--- config.mk ---
export PLATFORM = sky130hd
export DESIGN_NAME = bms_boot_select
export DESIGN_NICKNAME = d
export VERILOG_FILES = /design/src/common/bms_pkg.sv /design/src/core/bms_boot_select.sv
export SDC_FILE = /design/constraint.sdc
export NUM_CORES = 1
export LEC_CHECK = 0
export BUFFER_PORTS_ARGS = -buffer_cell sky130_fd_sc_hd__buf_2
export CAP_MARGIN = 10
export CORE_MARGIN = 3
export CORE_UTILIZATION = 59
export CTS_CLUSTER_SIZE = 10
export DETAILED_ROUTE_END_ITERATION = 10
export GPL_TIMING_DRIVEN = 0
export HOLD_SLACK_MARGIN = 0.05
export PLACE_DENSITY = 0.95
export SLEW_MARGIN = 15
export SYNTH_ARGS = -nofsm -noshare
export SYNTH_HDL_FRONTEND = slang
export SYNTH_SLANG_ARGS = --single-unit
--- constraint.sdc ---
create_clock -name clk_i -period 5.51 [get_ports clk_i]
set_input_delay 1.102 -clock clk_i [delete_from_list [all_inputs] [get_ports clk_i]]
set_output_delay 1.102 -clock clk_i [all_outputs]
set_load 0.05 [all_outputs]
--- src/common/bms_pkg.sv ---
// Constants, types and carriers of the boot mode selection block.
// Assumes a single 20 MHz system clock and pin-level straps.
// Overview of operation
// - The two boot select bits are captured at the rising edge of the external reset input and decoded.
// - Pattern 11 selects user mode with user flash at address zero for code and data.
// - Pattern 10 selects the standard loader with code fetches from boot flash and user flash readable as data.
// - Pattern 01 selects selective boot with code fetches redirected to boot flash and the selective sequence run.
// - Selective boot computes a signature from two reserved flash words and compares it with a reference.
// - A passing signature gives a software reset and then user code runs from user flash.
// - A failing signature reads the user key, which picks the standard loader, UART only, CAN only or a halt loop.
// - The standard loader watches both the UART and CAN receive lines for a start condition or a dominant bit.
// - A UART start condition seen first starts UART bootstrap loading.
// - A valid dominant CAN bit seen first starts CAN bootstrap loading.
package bms_pkg;

    // ****************************************************************
    // Timing
    // ****************************************************************
    localparam int CLK_PERIOD_NS = 50;
    localparam int START_TIME_NS = 500;
    localparam int DOM_TIME_NS   = 1000;
    localparam int START_CYC     =
        (START_TIME_NS + CLK_PERIOD_NS - 1) / CLK_PERIOD_NS;
    localparam int DOM_CYC       =
        (DOM_TIME_NS + CLK_PERIOD_NS - 1) / CLK_PERIOD_NS;

    // ****************************************************************
    // Widths and addresses
    // ****************************************************************
    localparam int          BMS_AW    = 24;
    localparam int          BMS_DW    = 16;
    localparam logic [23:0] ADDR_ZERO = 24'h000000;

    // ****************************************************************
    // Types
    // ****************************************************************
    // Codes follow the strap pattern {high bit, low bit}.
    typedef enum logic [1:0] {
        BMS_MODE_RSVD,
        BMS_MODE_SEL,
        BMS_MODE_STD,
        BMS_MODE_USER
    } bms_mode_t;

    typedef enum logic [3:0] {
        S_HOLD, S_DECODE, S_RD_SIG0, S_RD_SIG1, S_SWRST, S_RD_KEY,
        S_SCAN, S_UART, S_CAN, S_USER, S_HALT
    } bms_state_t;

    typedef struct packed {
        logic code_from_boot;
        logic data_from_user;
    } bms_map_t;

    typedef struct packed {
        logic uart_en;
        logic can_en;
    } bms_chan_t;

endpackage : bms_pkg

--- src/core/bms_boot_select.sv ---
// Boot mode selection: strap capture, flash mapping, selective
// signature check and bootstrap channel scan.
// Assumes straps and receive lines are asynchronous pins and the
// flash read port answers on the same clock.
`timescale 1ns/10ps
module bms_boot_select
    import bms_pkg::*;
#(
    parameter logic [23:0] SIG_ADDR0 = 24'h000100,
    parameter logic [23:0] SIG_ADDR1 = 24'h000102,
    parameter logic [23:0] KEY_ADDR  = 24'h000104,
    parameter logic [15:0] SIG_REF   = 16'h5aa5,
    parameter logic [15:0] KEY_LOADER = 16'h0001,
    parameter logic [15:0] KEY_UART  = 16'h0002,
    parameter logic [15:0] KEY_CAN   = 16'h0003
) (
    input  wire logic          clk_i,
    input  wire logic          rst_n_i,
    input  wire logic          ext_rst_n_i,
    input  wire logic          boot_select_high_bit_i,
    input  wire logic          boot_select_low_bit_i,
    input  wire logic          uart_receive_line_i,
    input  wire logic          can_receive_line_i,
    input  wire logic [15:0]   flash_rdata_i,
    input  wire logic          flash_ack_i,
    output logic               flash_rd_o,
    output logic [23:0]        flash_addr_o,
    output bms_map_t           map_o,
    output bms_mode_t          mode_o,
    output logic               sw_reset_o,
    output logic               uart_boot_o,
    output logic               can_boot_o,
    output logic               user_run_o,
    output logic               halted_o
);

    // ****************************************************************
    // Parameter checks and local widths
    // ****************************************************************
    localparam int CW = $clog2(DOM_CYC + 1);

    // Refuses timing and key codes that the sequencer cannot tell apart.
    if (START_CYC < 1 || START_CYC > DOM_CYC) begin : g_bad_timing
        $error("Start time must be between one cycle and DOM time.");
    end
    if (KEY_LOADER == KEY_UART || KEY_LOADER == KEY_CAN ||
        KEY_UART == KEY_CAN) begin : g_bad_keys
        $error("Key codes must all differ.");
    end

    // ****************************************************************
    // Pin synchronisers
    // ****************************************************************
    logic [4:0] meta_q;
    logic [4:0] sync_q;
    logic       ext_prev_q;
    logic       ext_s;
    logic       rst_rise;
    logic [1:0] sel_s;

    // Two flops for the reset pin, both straps and both receive lines.
    // They reset to the idle level of every pin, so no false edge or
    // false low time is seen after reset.
    always_ff @(posedge clk_i or negedge rst_n_i) begin
        if (!rst_n_i) begin
            meta_q <= '1;
            sync_q <= '1;
        end else begin
            meta_q <= {ext_rst_n_i, boot_select_high_bit_i,
                       boot_select_low_bit_i, uart_receive_line_i,
                       can_receive_line_i};
            sync_q <= meta_q;
        end
    end

    assign ext_s = sync_q[4];
    assign sel_s = sync_q[3:2];

    // Remembers the synchronised reset level for edge detection.
    always_ff @(posedge clk_i or negedge rst_n_i) begin
        if (!rst_n_i) begin
            ext_prev_q <= 1'b1;
        end else begin
            ext_prev_q <= ext_s;
        end
    end

    assign rst_rise = ext_s & ~ext_prev_q;

    // ****************************************************************
    // Line detectors
    // ****************************************************************
    bms_state_t      state_q;
    bms_state_t      state_d;
    logic [CW-1:0]   uart_cnt_q;
    logic [CW-1:0]   can_cnt_q;
    logic            uart_start;
    logic            can_dom;

    // Low-time counters that only run while the lines are scanned.
    always_ff @(posedge clk_i or negedge rst_n_i) begin
        if (!rst_n_i) begin
            uart_cnt_q <= '0;
            can_cnt_q  <= '0;
        end else if (state_q != S_SCAN) begin
            uart_cnt_q <= '0;
            can_cnt_q  <= '0;
        end else begin
            if (sync_q[1]) begin
                uart_cnt_q <= '0;
            end else if (!uart_start) begin
                uart_cnt_q <= uart_cnt_q + CW'(1);
            end
            if (sync_q[0]) begin
                can_cnt_q <= '0;
            end else if (!can_dom) begin
                can_cnt_q <= can_cnt_q + CW'(1);
            end
        end
    end

    assign uart_start = (uart_cnt_q == CW'(START_CYC));
    assign can_dom    = (can_cnt_q == CW'(DOM_CYC));

    // ****************************************************************
    // Sequencer
    // ****************************************************************
    bms_mode_t  mode_q;
    bms_chan_t  chan_q;
    bms_chan_t  chan_d;
    logic [15:0] word0_q;
    logic        sig_ok;
    logic [15:0] key;

    assign key    = flash_rdata_i;
    assign sig_ok = ((word0_q ^ flash_rdata_i) == SIG_REF);

    // Next state and channel enables.
    always_comb begin
        state_d = state_q;
        chan_d  = chan_q;
        unique case (state_q)
            S_HOLD: begin
                if (rst_rise) begin
                    state_d = S_DECODE;
                end
            end
            S_DECODE: begin
                unique case (mode_q)
                    BMS_MODE_USER: state_d = S_USER;
                    BMS_MODE_STD: begin
                        state_d = S_SCAN;
                        chan_d  = '{uart_en: 1'b1, can_en: 1'b1};
                    end
                    BMS_MODE_SEL:  state_d = S_RD_SIG0;
                    BMS_MODE_RSVD: state_d = S_HALT;
                endcase
            end
            S_RD_SIG0: begin
                if (flash_ack_i) begin
                    state_d = S_RD_SIG1;
                end
            end
            S_RD_SIG1: begin
                if (flash_ack_i) begin
                    state_d = sig_ok ? S_SWRST : S_RD_KEY;
                end
            end
            S_SWRST: state_d = S_USER;
            S_RD_KEY: begin
                if (flash_ack_i) begin
                    state_d = S_SCAN;
                    if (key == KEY_LOADER) begin
                        chan_d = '{uart_en: 1'b1, can_en: 1'b1};
                    end else if (key == KEY_UART) begin
                        chan_d = '{uart_en: 1'b1, can_en: 1'b0};
                    end else if (key == KEY_CAN) begin
                        chan_d = '{uart_en: 1'b0, can_en: 1'b1};
                    end else begin
                        state_d = S_HALT;
                    end
                end
            end
            S_SCAN: begin
                if (uart_start && chan_q.uart_en) begin
                    state_d = S_UART;
                end else if (can_dom && chan_q.can_en) begin
                    state_d = S_CAN;
                end
            end
            S_UART, S_CAN, S_USER, S_HALT: state_d = state_q;
        endcase
        if (!ext_s) begin
            state_d = S_HOLD;
            chan_d  = '0;
        end
    end

    // State, enables and captured strap pattern.
    always_ff @(posedge clk_i or negedge rst_n_i) begin
        if (!rst_n_i) begin
            state_q <= S_HOLD;
            chan_q  <= '0;
            mode_q  <= BMS_MODE_RSVD;
        end else begin
            state_q <= state_d;
            chan_q  <= chan_d;
            if (rst_rise) begin
                mode_q <= bms_mode_t'(sel_s);
            end
        end
    end

    // First signature word, kept for the combine step.
    always_ff @(posedge clk_i or negedge rst_n_i) begin
        if (!rst_n_i) begin
            word0_q <= '0;
        end else if (state_q == S_RD_SIG0 && flash_ack_i) begin
            word0_q <= flash_rdata_i;
        end
    end

    // ****************************************************************
    // Registered outputs, decoded from the next state
    // ****************************************************************
    function automatic logic [23:0] rd_addr(input bms_state_t s);
        unique case (s)
            S_RD_SIG0: rd_addr = SIG_ADDR0;
            S_RD_SIG1: rd_addr = SIG_ADDR1;
            S_RD_KEY:  rd_addr = KEY_ADDR;
            default:   rd_addr = ADDR_ZERO;
        endcase
    endfunction : rd_addr

    // Mapping, flash read port and status flags.
    always_ff @(posedge clk_i or negedge rst_n_i) begin
        if (!rst_n_i) begin
            flash_rd_o   <= 1'b0;
            flash_addr_o <= ADDR_ZERO;
            map_o        <= '0;
            mode_o       <= BMS_MODE_RSVD;
            sw_reset_o   <= 1'b0;
            uart_boot_o  <= 1'b0;
            can_boot_o   <= 1'b0;
            user_run_o   <= 1'b0;
            halted_o     <= 1'b0;
        end else begin
            flash_rd_o   <= (state_d == S_RD_SIG0) ||
                            (state_d == S_RD_SIG1) ||
                            (state_d == S_RD_KEY);
            flash_addr_o <= rd_addr(state_d);
            map_o.data_from_user <= (state_d != S_HOLD);
            map_o.code_from_boot <= (state_d != S_HOLD) &&
                                    (state_d != S_USER) &&
                                    (state_d != S_HALT || 
                                     mode_q != BMS_MODE_RSVD) &&
                                    (mode_q != BMS_MODE_USER);
            mode_o       <= (state_d == S_DECODE) ? bms_mode_t'(sel_s)
                                                  : mode_q;
            sw_reset_o   <= (state_d == S_SWRST);
            uart_boot_o  <= (state_d == S_UART);
            can_boot_o   <= (state_d == S_CAN);
            user_run_o   <= (state_d == S_USER);
            halted_o     <= (state_d == S_HALT);
        end
    end
endmodule : bms_boot_select

-- Yosys cells after proc, flatten, opt, wreduce, memory -nomap -nowiden
Index checks and enable logic that the tools add are counted.
- add/subtract/negate cells: 2
- equality and inequality tests: 38
- muxes and demuxes: 28
- bitwise logic cells: 3
- reduce and logical (&&, ||, !) cells: 15
- operators with widths (kind ; number):
    two-way mux 4 bit ; 10
    equality test 16 x 2 -> 1 bit, second input constant ; 2
    one-hot mux 4 bit (8 select lines) ; 1
    two-way mux 5 bit ; 6
    equality test 4 x 3 -> 1 bit, second input constant ; 7
    one-hot mux 9 bit (3 select lines) ; 1
    equality test 4 bit, second input constant ; 6
    equality test 16 x 1 -> 1 bit, second input constant ; 1
    equality test 16 x 15 -> 1 bit, second input constant ; 1
    equality test 4 x 2 -> 1 bit, second input constant ; 4
    one-hot mux 4 bit (4 select lines) ; 1
    XOR 16 bit ; 1
    two-way mux 2 bit ; 7
    adder 5 x 1 -> 5 bit, second input constant ; 2
    equality test 4 x 1 -> 1 bit, second input constant ; 2
    != test 4 bit, second input constant ; 2
    logical AND 1 bit ; 6
    != test 3 x 2 -> 1 bit, second input constant ; 2
    != test 3 bit, second input constant ; 2
    equality test 5 x 4 -> 1 bit, second input constant ; 1
    equality test 5 bit, second input constant ; 1
    != test 5 bit, second input constant ; 1
    equality test 2 bit, second input constant ; 2
    zero test 4 bit ; 1
    14 further kinds ; 16
- bits in registers: 64
- bits of input ports: 24
- word-level logic and storage cells: 106

-- Depth between registers and ports, before layout
- depth after elaboration: 11
- depth in mapped cells: 10
- mapped depth without buffers: 9

-- Worst setup path after synthesis
Ideal clock, no wire load.
- path type: input port to flip-flop
- start point: input flash_rdata_i[7]
- end point: register mode_o[0]
- setup time: 128 ps
- arrival: 2543 ps
- required time: 5382 ps
- slack: 2839 ps
- cell stages on the path: 6
- cell sequence: nor4_1 and4_1 nand3_1 a221o_2 nand4b_1 mux2_1
- longest elaborated chain between the ends: 9
- elaborated cells on any way between the ends: 15
- ends and longest elaborated chain (what ; line ; source):
    start: declaration ; bms_boot_select.sv:24 ; input wire logic [15:0] flash_rdata_i,
    equality test 16 x 2 -> 1 bit ; bms_boot_select.sv:177 ; end else if (key == KEY_CAN) begin
    two-way mux 4 bit ; bms_boot_select.sv:177 ;
    two-way mux 4 bit ; bms_boot_select.sv:175 ; end else if (key == KEY_UART) begin
    two-way mux 4 bit ; bms_boot_select.sv:173 ; if (key == KEY_LOADER) begin
    two-way mux 4 bit ; bms_boot_select.sv:171 ; if (flash_ack_i) begin
    one-hot mux 4 bit (8 select lines) * ; bms_boot_select.sv:142 ; unique case (state_q)
    two-way mux 4 bit * ; bms_boot_select.sv:193 ; if (!ext_s) begin
    equality test 4 x 1 -> 1 bit * ; bms_boot_select.sv:258 ; mode_o <= (state_d == S_DECODE) ? bms_mode_t'(sel_s)
    two-way mux 2 bit * ; bms_boot_select.sv:258 ;
    end signal: assignment ; bms_boot_select.sv:258 ;
    end: declaration ; bms_boot_select.sv:29 ; output bms_mode_t mode_o,
Mark *: on every way between the ends. The rest lies on a longest branch, timed or not.
A chain may end at the register's enable or synchronous reset.

-- Final worst setup path
- start point: input flash_rdata_i[3]
- end point: register mode_o[1]
The elaborated chain is that of the path after synthesis.

==> impl_metrics.env <==
export IMPL_synthAdderAreaFrac=0.0340
export IMPL_track_usage=0.196
export IMPL_leakagePower_nw=1.66
export IMPL_synth_edf_count=0
export IMPL_crit_path_start="flash_rdata_i[3]"
export IMPL_netlist_top_cells_area="dfrtp_1 (40%), dfstp_2 (9.8%), mux2_2 (6.1%), buf_4 (5.6%), xnor2_1 (3.9%)"
export IMPL_run_status="finished, final reports clean"
export IMPL_max_freq_mhz=376
export IMPL_arrival_ps=2880
export IMPL_die_h_um=76.6
export IMPL_rr_endpoint="mode_o[1]$_DFF_PN0_"
export IMPL_gp_congestion=0.880
export IMPL_start_util=0.615
export IMPL_cp_max_fo=7
export IMPL_ioPinCount=58
export IMPL_crit_required_ps=5730
export IMPL_syn_avg_cell_area_um2=11.1
export IMPL_setup_viol=0
export IMPL_grt_pass1_wl_um=9060
export IMPL_yosysWarnings=0
export IMPL_holdBufCountCts=0
export IMPL_rsz0062_at_grt="false"
export IMPL_endpoint="mode_o[1]$_DFF_PN0_"
export IMPL_post_cts_buffers=0
export IMPL_seqPwrFrac=0.374
export IMPL_finish_utilization=0.729
export IMPL_hold_viol=0
export IMPL_cts_tree="built"
export IMPL_synth_top_family_by_area="simple AND/OR/NAND/NOR gates"
export IMPL_grt_max_degree=59
export IMPL_routed_wl_um=5310
export IMPL_cts_buffers=9
export IMPL_dpl_worst_slack_ps=2500
export IMPL_area_delta_synth_final_pct=18.6
export IMPL_synth_seq_cells=58
export IMPL_cts_path_max_buffers=2
export IMPL_wl_per_cell_um=13.2
export IMPL_clockRootBuffer="clkbuf_8"
export IMPL_p_sw_frac=0.370
export IMPL_reg2reg_from="uart_cnt_q[0]$_DFFE_PN0P_"
export IMPL_antenna_found_initial=0
export IMPL_antenna_left=0
export IMPL_cp_cell_sequence="buf_2 -> nor4_1 -> and4_1 -> nand3_1 -> a221o_2 -> nand4b_1 -> mux2_1"
export IMPL_fin_ws_ps=2850
export IMPL_cts_resized=0
export IMPL_via_count=2057
export IMPL_synth_top_area_cell="dfrtp_1"
export IMPL_final_nets=363
export IMPL_yosysMostFrequentCell="dfrtp_1"
export IMPL_pwr_share_clk=0.249
export IMPL_synthTopCellsByCount="dfrtp_1 (47), buf_4 (22), mux2_2 (16)"
export IMPL_clock_latency_ps=330
export IMPL_async_flop_share=1.00
export IMPL_first_pass_iters=5
export IMPL_drive_above_1_share=0.342
export IMPL_drc=0
export IMPL_yosys_area_top_type_share=0.400
export IMPL_grt_pass1_vias=2052
export IMPL_skew_ps=6.16
export IMPL_yosys_area_share_simple=0.168
export IMPL_antenna_cells=0
export IMPL_overflow=0
export IMPL_synth_compound_area_frac=0.0727
export IMPL_vdd_drop_max_mv=0.267
export IMPL_htreeDepth=3
export IMPL_via_per_inst=5.10
export IMPL_r2r_cells=9
export IMPL_clkTransAtPathRegs_ps=70
export IMPL_maxSlewHeadroom=0.533
export IMPL_synthMuxAreaShare=0.0723
export IMPL_pwr_density_cell_mw_per_mm2=457
export IMPL_synth_cell_types=51
export IMPL_internal_power_mw=1.00
export IMPL_ys_flop_type="dfrtp_1"
export IMPL_p_switching_mw=0.591
export IMPL_tightest_slew_ps=700
export IMPL_cp_start_kind="input port"
export IMPL_hold_path_class="reg2reg"
export IMPL_power_mw=1.60
export IMPL_dieArea_mm2=0.00587
export IMPL_fin_crit_ps=2660
export IMPL_cts_sinks=58
export IMPL_pwr_share_comb=0.376
export IMPL_critPathMaxStageDelay_ps=460
export IMPL_critPathKind="in2reg"
export IMPL_endpoint_kind="flop"
export IMPL_maxSlewViolCount=0
export IMPL_yosys_area_share_xor_xnor=0.0744
export IMPL_finalCritPeriodShare=0.483
export IMPL_portBuffers=36
export IMPL_num_rows=25
export IMPL_syn_area_mm2=0.00294
export IMPL_hpwl_um=3810
export IMPL_first_iter_violations=187
export IMPL_rrSetupSlack_ps=2910
export IMPL_die_x_um=76.6
export IMPL_cap_violations=0
export IMPL_slowest_stage="a221o_2"
export IMPL_fin_tns_setup_ps=0
export IMPL_syn_inst=264
export IMPL_core_region_area_mm2=0.00479
export IMPL_synth_seq_area_share=0.498
[power by group through the flow]
stage                     clock [mW]  sequential [mW]  combinational [mW]
after global placement             0            0.597               0.579
after CTS                      0.405            0.596               0.601
after floorplan                    0            0.690               0.383
after global routing           0.423            0.608               0.658
final                          0.398            0.597               0.601
after detailed placement           0            0.603               0.597
[critical path, delay by kind of cell]
| family | cells | cell delay [ps] |
|---|---|---|
| multiplexers | 1 | 330 |
| buffers and inverters | 1 | 120 |
| AND/OR/NAND/NOR | 4 | 860 |
| AO/OA/AOI/OAI | 1 | 460 |
[per-stage QoR]
| stage | cell area (µm²) | hold WS [ps] | std cells |
|---|---|---|---|
| after detailed placement | 3280 | 347 | 387 |
| after floorplan | 3020 | 345 | 284 |
| after CTS | 3490 | 356 | 403 |
| after global routing | 3490 | 353 | 403 |
| final | 3490 | 355 | 403 |
| after global placement | 3280 | 346 | 387 |
[layout by cell type, fill, tap and decap left out, drive strengths merged, types with 3 or more instances in the layout]
cell	count
a221oi	3
nand2b	9
dfstp	11
inv	9
clkbuf	14
buf	63
dfrtp	47
nand4	7
xor2	12
nor2b	6
nand2	10
a221o	3
nor3	6
mux2	18
nand3	8
o21ai	8
nor4	5
ha	8
nor2	15
a21oi	10
conb	21
nor3b	4
xnor2	13
[sequential cells by signal, indices dropped and copies added, names as in the netlist]
| register | flops |
|---|---|
| word0_q | 16 |
| can_cnt_q | 5 |
| meta_q | 5 |
| sync_q | 5 |
| uart_cnt_q | 5 |
| state_q | 4 |
| flash_addr_o | 3 |
| chan_q | 2 |
| map_o | 2 |
| mode_o | 2 |
| mode_q | 2 |
| can_boot_o | 1 |
| ext_prev_q | 1 |
| flash_rd_o | 1 |
| halted_o | 1 |
| sw_reset_o | 1 |
| uart_boot_o | 1 |
| user_run_o | 1 |
[logic make-up after synthesis]
| logic type | Yosys count |
|---|---|
| AOI/OAI and AO/OA | 31 |
| buffers and inverters | 38 |
| xor gates and xnor gates | 25 |
| other | 1 |
| muxes | 19 |
| and+or+nand+nor | 84 |
| adders and majority gates | 8 |
| DFF | 58 |
[layer usage]
metal  global-route usage  routed length (µm)  vias to the layer above  share of wire
met5                    0                   0                        -              0
met1                0.243                2290                      961           0.43
met4                0.105                 138                        0          0.026
met3               0.0426                 264                       15          0.050
met2                0.321                2620                       64           0.49
li1                     -                   -                     1017              -
[worst min path at each step]
stage,slack [ps],depth (start not counted),from,to
2_1_floorplan,350,0,meta_q[0]$_DFF_PN1_,sync_q[0]$_DFF_PN1_
3_5_place_dp,350,0,meta_q[3]$_DFF_PN1_,sync_q[3]$_DFF_PN1_
3_3_place_gp,350,0,meta_q[4]$_DFF_PN1_,sync_q[4]$_DFF_PN1_
4_1_cts,360,0,meta_q[1]$_DFF_PN1_,sync_q[1]$_DFF_PN1_
5_1_grt,350,0,meta_q[1]$_DFF_PN1_,sync_q[1]$_DFF_PN1_
6_report,350,0,meta_q[1]$_DFF_PN1_,sync_q[1]$_DFF_PN1_
[cell type report]
type / count / area (µm²)
fillers: 354 / 1300
clock inverters: 4 / 50.0
inverters: 9 / 33.8
clock buffers: 12 / 155
plain buffers: 29 / 198
flip-flops and latches: 58 / 1470
well taps: 67 / 83.8
repair buffers: 36 / 183
multi-input cells: 188 / 1320
Power figures use the tool's default switching activity.
